<file path="config.mk">
export PLATFORM = sky130hd
export DESIGN_NAME = nvh_host
export DESIGN_NICKNAME = d
export VERILOG_FILES = /design/src/core/nvh_pkg.sv /design/src/core/nvh_host.sv /design/src/core/nvh_timer.sv
export SDC_FILE = /design/constraint.sdc
export NUM_CORES = 1
export LEC_CHECK = 0
export BUFFER_PORTS_ARGS = -buffer_cell sky130_fd_sc_hd__buf_4
export CELL_PAD_IN_SITES_DETAIL_PLACEMENT = 1
export CELL_PAD_IN_SITES_GLOBAL_PLACEMENT = 1
export CORE_MARGIN = 2
export CORE_UTILIZATION = 34
export DETAILED_ROUTE_END_ITERATION = 7
export HOLD_SLACK_MARGIN = 0.12
export MAX_ROUTING_LAYER = met4
export PLACE_DENSITY_LB_ADDON = 0.1
export SKIP_LAST_GASP = 1
export SYNTH_ARGS = -nofsm -noshare
export SYNTH_HDL_FRONTEND = slang
export SYNTH_HIERARCHICAL = 1
export SYNTH_SLANG_ARGS = --single-unit
</file>
<file path="constraint.sdc">
create_clock -name core_clk -period 3.7 [get_ports core_clk]
set_clock_uncertainty 0.1 [all_clocks]
set_input_delay 0.74 -clock core_clk [delete_from_list [all_inputs] [get_ports core_clk]]
set_output_delay 0.74 -clock core_clk [all_outputs]
set_load 0.03 [all_outputs]
</file>
<file path="src/core/nvh_pkg.sv">
// Constants and types for the nonvolatile SRAM host controller
`default_nettype none
package nvh_pkg;

   localparam int CLK_PERIOD_NS   = 20;
   localparam int ADDR_W          = 13;
   localparam int DATA_W          = 8;
   localparam int TMR_W           = 20;
   localparam int SYNC_CYC        = 2;

   localparam int STORE_TIME_MS   = 10;
   localparam int STORE_CYC_DEF   = STORE_TIME_MS * 1000000 / CLK_PERIOD_NS;
   localparam int RECALL_TIME_US  = 20;
   localparam int RECALL_CYC      = (RECALL_TIME_US * 1000 + CLK_PERIOD_NS - 1) / CLK_PERIOD_NS;
   localparam int RESTORE_TIME_US = 550;
   localparam int RESTORE_CYC_DEF = (RESTORE_TIME_US * 1000 + CLK_PERIOD_NS - 1) / CLK_PERIOD_NS;
   localparam int ACCESS_TIME_NS  = 55;
   localparam int ACCESS_CYC      = (ACCESS_TIME_NS + CLK_PERIOD_NS - 1) / CLK_PERIOD_NS;
   localparam int WR_PULSE_NS     = 45;
   localparam int WR_PULSE_CYC    = (WR_PULSE_NS + CLK_PERIOD_NS - 1) / CLK_PERIOD_NS;
   localparam int NV_INIT_NS      = 20;
   localparam int NV_INIT_CYC     = (NV_INIT_NS + CLK_PERIOD_NS - 1) / CLK_PERIOD_NS;

   // Control pin vector order {chip select, output gate, write strobe, nv select}
   localparam int          PIN_CE   = 3;
   localparam int          PIN_OE   = 2;
   localparam int          PIN_WE   = 1;
   localparam int          PIN_NE   = 0;
   localparam logic [3:0]  PINS_OFF = 4'hf;

   typedef enum logic [1:0] {
      CMD_READ   = 2'h0,
      CMD_WRITE  = 2'h1,
      CMD_STORE  = 2'h2,
      CMD_RECALL = 2'h3
   } nvh_cmd_t;

   typedef enum logic [2:0] {
      ST_PWRUP  = 3'h0,
      ST_IDLE   = 3'h1,
      ST_SETUP  = 3'h3,
      ST_STROBE = 3'h2,
      ST_HOLD   = 3'h6,
      ST_WAIT   = 3'h7,
      ST_DONE   = 3'h5
   } nvh_state_t;

endpackage
`default_nettype wire

</file>
<file path="src/core/nvh_host.sv">
// Host controller driving the pins of an 8K x 8 nonvolatile static RAM
`timescale 1ns/1ns
`default_nettype none
module nvh_host
   import nvh_pkg::*;
#(
   parameter int STORE_CYC   = STORE_CYC_DEF,
   parameter int RESTORE_CYC = RESTORE_CYC_DEF
) (
   input  wire logic              core_clk,
   input  wire logic              arst_n,
   input  wire logic              clk_en,
   input  wire logic              cmd_valid,
   input  wire logic [1:0]        cmd_kind,
   input  wire logic [ADDR_W-1:0] cmd_addr,
   input  wire logic [DATA_W-1:0] cmd_wdata,
   output logic                   cmd_ready,
   output logic                   rsp_done,
   output logic                   rsp_err,
   output logic [DATA_W-1:0]      rsp_rdata,
   input  wire logic              supply_ok,
   input  wire logic              supply_low,
   output logic                   chip_select_n,
   output logic                   output_gate_n,
   output logic                   write_strobe_n,
   output logic                   nonvolatile_select_n,
   output logic [ADDR_W-1:0]      address_pins,
   output logic [DATA_W-1:0]      data_pins_o,
   input  wire logic [DATA_W-1:0] data_pins_i,
   output logic                   data_pins_oe_n
);

   nvh_state_t        state_q, state_d;
   nvh_cmd_t          cmd_q, cmd_d;
   logic [ADDR_W-1:0] addr_q, addr_d;
   logic [DATA_W-1:0] wdata_q, wdata_d;
   logic [DATA_W-1:0] rdata_q, rdata_d;
   logic              err_q, err_d;
   logic              done_q, done_d;
   logic              ready_q, ready_d;
   logic [3:0]        pins_q, pins_d;
   logic              dq_oe_n_q, dq_oe_n_d;
   logic              tmr_load;
   logic [TMR_W-1:0]  tmr_val;
   logic              tmr_zero;

   // Pin inputs are asynchronous to core_clk
   logic [DATA_W-1:0] dq_m_q, dq_s_q;
   logic              ok_m_q, ok_s_q;
   logic              low_m_q, low_s_q;

   always_ff @(posedge core_clk or negedge arst_n) begin
      if (!arst_n) begin
         dq_m_q  <= '0;
         dq_s_q  <= '0;
         ok_m_q  <= 1'b0;
         ok_s_q  <= 1'b0;
         low_m_q <= 1'b1;
         low_s_q <= 1'b1;
      end else if (clk_en) begin
         dq_m_q  <= data_pins_i;
         dq_s_q  <= dq_m_q;
         ok_m_q  <= supply_ok;
         ok_s_q  <= ok_m_q;
         low_m_q <= supply_low;
         low_s_q <= low_m_q;
      end
   end

   function automatic logic [3:0] pin_set(nvh_state_t st, nvh_cmd_t c);
      logic [3:0] p;
      p = PINS_OFF;
      if (st == ST_SETUP || st == ST_STROBE) begin
         p[PIN_CE] = 1'b0;
         unique case (c)
            CMD_READ: begin
               p[PIN_OE] = 1'b0;
            end
            CMD_WRITE: begin
               p[PIN_WE] = (st == ST_SETUP);
            end
            CMD_STORE: begin
               p[PIN_NE] = 1'b0;
               p[PIN_WE] = (st == ST_SETUP);
            end
            CMD_RECALL: begin
               p[PIN_OE] = 1'b0;
               p[PIN_NE] = (st == ST_SETUP);
            end
         endcase
      end else if (st == ST_HOLD && c == CMD_WRITE) begin
         // Strobe rises first so data and address outlast the write edge
         p[PIN_CE] = 1'b0;
      end
      return p;
   endfunction

   function automatic logic [TMR_W-1:0] dur(nvh_state_t st, nvh_cmd_t c);
      int n;
      n = 1;
      if (st == ST_PWRUP) begin
         n = RESTORE_CYC;
      end else if (st == ST_STROBE) begin
         unique case (c)
            CMD_READ:  n = ACCESS_CYC + SYNC_CYC;
            CMD_WRITE: n = WR_PULSE_CYC;
            default:   n = NV_INIT_CYC;
         endcase
      end else if (st == ST_WAIT) begin
         n = (c == CMD_STORE) ? STORE_CYC : RECALL_CYC;
      end
      return TMR_W'(n - 1);
   endfunction

   always_comb begin
      state_d = state_q;
      cmd_d   = cmd_q;
      addr_d  = addr_q;
      wdata_d = wdata_q;
      rdata_d = rdata_q;
      err_d   = err_q;
      unique case (state_q)
         ST_PWRUP: begin
            if (ok_s_q && tmr_zero) begin
               state_d = ST_IDLE;
            end
         end
         ST_IDLE: begin
            if (cmd_valid) begin
               cmd_d   = nvh_cmd_t'(cmd_kind);
               addr_d  = cmd_addr;
               wdata_d = cmd_wdata;
               err_d   = 1'b0;
               if (nvh_cmd_t'(cmd_kind) == CMD_STORE && low_s_q) begin
                  err_d   = 1'b1;
                  state_d = ST_DONE;
               end else begin
                  state_d = ST_SETUP;
               end
            end
         end
         ST_SETUP: begin
            state_d = ST_STROBE;
         end
         ST_STROBE: begin
            if (tmr_zero) begin
               if (cmd_q == CMD_READ) begin
                  rdata_d = dq_s_q;
               end
               state_d = ST_HOLD;
            end
         end
         ST_HOLD: begin
            // Store and recall pins released here (a write still holds chip select): the nv cycle now runs on its own inside the part
            state_d = (cmd_q[1]) ? ST_WAIT : ST_DONE;
         end
         ST_WAIT: begin
            if (tmr_zero) begin
               state_d = ST_DONE;
            end
         end
         ST_DONE: begin
            state_d = ST_IDLE;
         end
         default: begin
            state_d = ST_PWRUP;
         end
      endcase
      if (!ok_s_q) begin
         state_d = ST_PWRUP;
      end
      done_d    = (state_d == ST_DONE);
      ready_d   = (state_d == ST_IDLE);
      pins_d    = pin_set(state_d, cmd_d);
      dq_oe_n_d = !(cmd_d == CMD_WRITE &&
                    (state_d == ST_SETUP || state_d == ST_STROBE || state_d == ST_HOLD));
      tmr_load  = (state_d != state_q) || (state_q == ST_PWRUP && !ok_s_q);
      tmr_val   = dur(state_d, cmd_d);
   end

   always_ff @(posedge core_clk or negedge arst_n) begin
      if (!arst_n) begin
         state_q   <= ST_PWRUP;
         cmd_q     <= CMD_READ;
         addr_q    <= '0;
         wdata_q   <= '0;
         rdata_q   <= '0;
         err_q     <= 1'b0;
         done_q    <= 1'b0;
         ready_q   <= 1'b0;
         pins_q    <= PINS_OFF;
         dq_oe_n_q <= 1'b1;
      end else if (clk_en) begin
         state_q   <= state_d;
         cmd_q     <= cmd_d;
         addr_q    <= addr_d;
         wdata_q   <= wdata_d;
         rdata_q   <= rdata_d;
         err_q     <= err_d;
         done_q    <= done_d;
         ready_q   <= ready_d;
         pins_q    <= pins_d;
         dq_oe_n_q <= dq_oe_n_d;
      end
   end

   nvh_timer u_timer (
      .core_clk (core_clk),
      .arst_n   (arst_n),
      .clk_en   (clk_en),
      .load     (tmr_load),
      .load_val (tmr_val),
      .expired  (tmr_zero)
   );

   assign cmd_ready            = ready_q;
   assign rsp_done             = done_q;
   assign rsp_err              = err_q;
   assign rsp_rdata            = rdata_q;
   assign chip_select_n        = pins_q[PIN_CE];
   assign output_gate_n        = pins_q[PIN_OE];
   assign write_strobe_n       = pins_q[PIN_WE];
   assign nonvolatile_select_n = pins_q[PIN_NE];
   assign address_pins         = addr_q;
   assign data_pins_o          = wdata_q;
   assign data_pins_oe_n       = dq_oe_n_q;
endmodule
`default_nettype wire

</file>
<file path="src/core/nvh_timer.sv">
// Down counter that times pin phases and nonvolatile cycles
`timescale 1ns/1ns
`default_nettype none
module nvh_timer
   import nvh_pkg::*;
(
   input  wire logic             core_clk,
   input  wire logic             arst_n,
   input  wire logic             clk_en,
   input  wire logic             load,
   input  wire logic [TMR_W-1:0] load_val,
   output logic                  expired
);

   logic [TMR_W-1:0] cnt_q;
   logic [TMR_W-1:0] cnt_d;

   always_comb begin
      cnt_d = cnt_q;
      if (load) begin
         cnt_d = load_val;
      end else if (cnt_q != '0) begin
         cnt_d = cnt_q - 1'b1;
      end
   end

   always_ff @(posedge core_clk or negedge arst_n) begin
      if (!arst_n) begin
         cnt_q <= '0;
      end else if (clk_en) begin
         cnt_q <= cnt_d;
      end
   end

   assign expired = (cnt_q == '0);

endmodule
`default_nettype wire

</file>
==> results.yml <==
synthesis:
  synth_edf_count: 0
  synth_ff_type: "dfrtp_1"
  ys_ff_latch: 82
  synthArstFlopShare_pct: 100.0
  yosysSeqAreaShare_pct: 47.51
  syn_inst: 410
  yosys_warnings: 6
  ys_types: 68
  syn-num-nets: 455
  syn_avg_cell_area_um2: 10.58
  synth_area_um2: 4338
sta:
  final_max_slew_viol_count: 0
  worstMarginPinSlew_ns: 0.9867
  setup_viol: 0
  fin_crit_sh_pct: 91.70
  rsz0062_at_grt: "no"
  hold_viol_final: 0
  fin_tns_setup_ns: 0
  slew-limit-headroom_pct: 33.61
  finalCriticalPeriod_ns: 3.393
  setup_ws_ns: 0.3070
  clock.fmax_mhz: 294.7
  hold-worst-slack_ns: 0.2457
routing:
  totalWireLength_um: 12080
  post-route-drc-count: 0
  drtIter0Drc: 186
  vias: 3544
  wl_per_cell_um: 18.02
  ant_nets: 0
  viasPerCell: 5.290
  drtPass1Iterations: 4
worst_setup_path:
  cp-start-kind: "flop"
  startpoint: "u_timer/cnt_q[16]"
  endpoint_kind: "flop"
  r2r-start: "u_timer/cnt_q[16]"
  required_ns: 3.83
  crit_path_max_fanout: 6
  crit_arrival_ns: 3.52
  crit_type: "reg -> reg"
floorplan:
  ios: 74
  die_w_um: 117.0
  core_area_um2: 12520
  fp.dieArea_um2: 13680
  die_y_um: 117.0
  initial_core_util_pct: 34.66
  rows: 41
run_status:
  status: "complete, no violations"
layout:
  layout_common_cells: "buf_4 (97), dfrtp_1 (75), mux2_2 (33), nand2_1 (31), nor2_1 (23)"
  final_common_cell: "buf_4"
  syn_to_final_growth_pct: 27.95
  final_nets: 538
  diodes: 0
  drive_gt1_share_pct: 36.55
global_route:
  grt_max_degree: 51
  grt_pass1_wl_um: 19910
  use_met3_pct: 4.892
  top_usage_layer: "met2"
  met2_usage_pct: 28.55
  grt_pass1_vias: 3757
  antenna_found_initial: 0
  overflow: 0
  grt_usage_pct: 19.74
  met1_usage_pct: 26.41
pwr:
  power_density_nw_per_um2: 599.8
  switchingPower_mw: 1.205
  swShare_pct: 36.18
  share_comb_of_total_power_pct: 33.6
  p_leak_nw: 2.536
  ir_worst_vdd_mv: 0.2969
  power_frac_seq_pct: 38.0
  finalPower_mw: 3.329
  p_int_mw: 2.125
  power.share.clock_pct: 28.4
clocking:
  insertion_delay_ns: 0.34
  numCtsBuffers: 9
  numClockSinks: 82
  htree_levels: 3
  cts_tree: "built"
  path_clk_slew_ns: 0.06
  ctsHoldBuffers: 0
  ctsLongestPathBuffers: 2
  cts-root-buf: "clkbuf_16"
job:
  maxCapViolCount: 0
placed_design:
  numPortBuffers: 73
  hpwl_um: 8655
  dp_slack_ns: -0.07809
  gp_congestion: 0.8684
worst_hold_path:
  min_path_type: "in -> async"
-- timing repair --
item | in CTS | in global routing
resized for setup | 4 | 10
buffers inserted | 2 | 1
endpoints found under the setup margin | 14 | 20
pin swaps | 0 | 4
cloned | 1 | 0
-- through the flow --
step	utilization, %	instance area (µm²)	std cells
finish	44.34	5550	670
detailed placement	41.08	5142	650
CTS	44.00	5508	669
global placement	41.08	5142	650
global route	44.34	5550	670
floorplan	-	4347	410
-- synth_stat cells, drive strengths merged (3+ instances only) --
cell type  count  area (µm²)
o311ai         6       70.07
dfrtp         75        1877
nor2          24       92.59
nand3          8       40.04
mux2i          4       40.04
or4            9       71.32
a22o           4       35.03
a21oi         19       102.6
dfstp          7       183.9
buf           12       85.07
nor2b          7       43.79
o211ai         6       45.04
a22oi          3       22.52
nor3           8       45.04
a31oi          9       56.30
inv           22       82.58
nand4          4       31.28
or2            5       31.28
mux2          51       574.3
nand2b         4       25.02
and2           3       18.77
ha             8       100.1
nor4           6       37.54
clkbuf        15       56.30
o21ai         17       85.08
o41ai          3       33.79
nand2         33       131.4
o22ai          9       56.30
-- power groups by stage --
stage	Sequential [mW]	Clock [mW]	Combinational [mW]
after detailed placement	1.28	0	1.08
after global placement	1.26	0	1.07
final	1.26	0.946	1.12
after global routing	1.30	1.02	1.22
after CTS	1.26	0.978	1.12
after floorplan	1.45	0	0.465
-- final cells by class --
type | instances | area (µm²)
clock buffers | 9 | 225.2
clock inverters | 7 | 83.83
fillers | 1417 | 6967
inverters | 22 | 82.58
multi-input cells | 279 | 2102
flip-flops and latches | 82 | 2061
well taps | 172 | 215.2
repair buffers | 99 | 780.7
-- logic make-up after synthesis --
| logic type | after synthesis | synth area share (%) |
|---|---|---|
| AND/OR/NAND/NOR | 125 | 16.12 |
| AO/OA/AOI/OAI | 89 | 14.45 |
| flip-flops | 82 | 47.51 |
| multiplexers | 55 | 14.16 |
| buffers and inverters | 49 | 5.163 |
| adder cells (fa/ha/maj) | 8 | 2.308 |
| other | 1 | 0.08645 |
| XOR/XNOR | 1 | 0.2019 |
-- sequential cells by signal, indices dropped and copies added (netlist names), 2 cells and up --
| signal | count |
|---|---|
| rsp_rdata | 8 |
| dq_m_q | 8 |
| address_pins | 13 |
| state_q | 3 |
| dq_s_q | 8 |
| pins_q | 4 |
| u_timer/cnt_q | 20 |
| data_pins_o | 8 |
| cmd_q | 2 |
-- critical path: stages, from the launching register on --
cell	delay (ns)
dfrtp_1	0.42
or4_1	0.60
or4_4	0.57
nor2_4	0.18
nand2b_4	0.17
a31o_1	0.20
a21oi_2	0.10
o311ai_4	0.44
nand2_1	0.10
a32o_1	0.22
a22o_1	0.18
-- routing by layer --
metal | share of wire [%] | vias up
met4 | 2.3 | 0
met5 | 0 | -
li1 | - | 1649
met1 | 47 | 1788
met2 | 45 | 88
met3 | 5.5 | 19
-- path summary, 6_finish.rpt --
kind                                     end  slack, ns  cells after the start
max in group asynchronous            low_s_q       2.49                      2
hold / removal             u_timer/cnt_q[16]       0.25                      1
min in group core_clk              pins_q[0]       0.39                      2
setup reg to reg           u_timer/cnt_q[18]       0.31                     10
setup / recovery           u_timer/cnt_q[18]       0.31                     10
hold reg to reg                    pins_q[0]       0.39                      2
(Power assumes the default switching activity.)
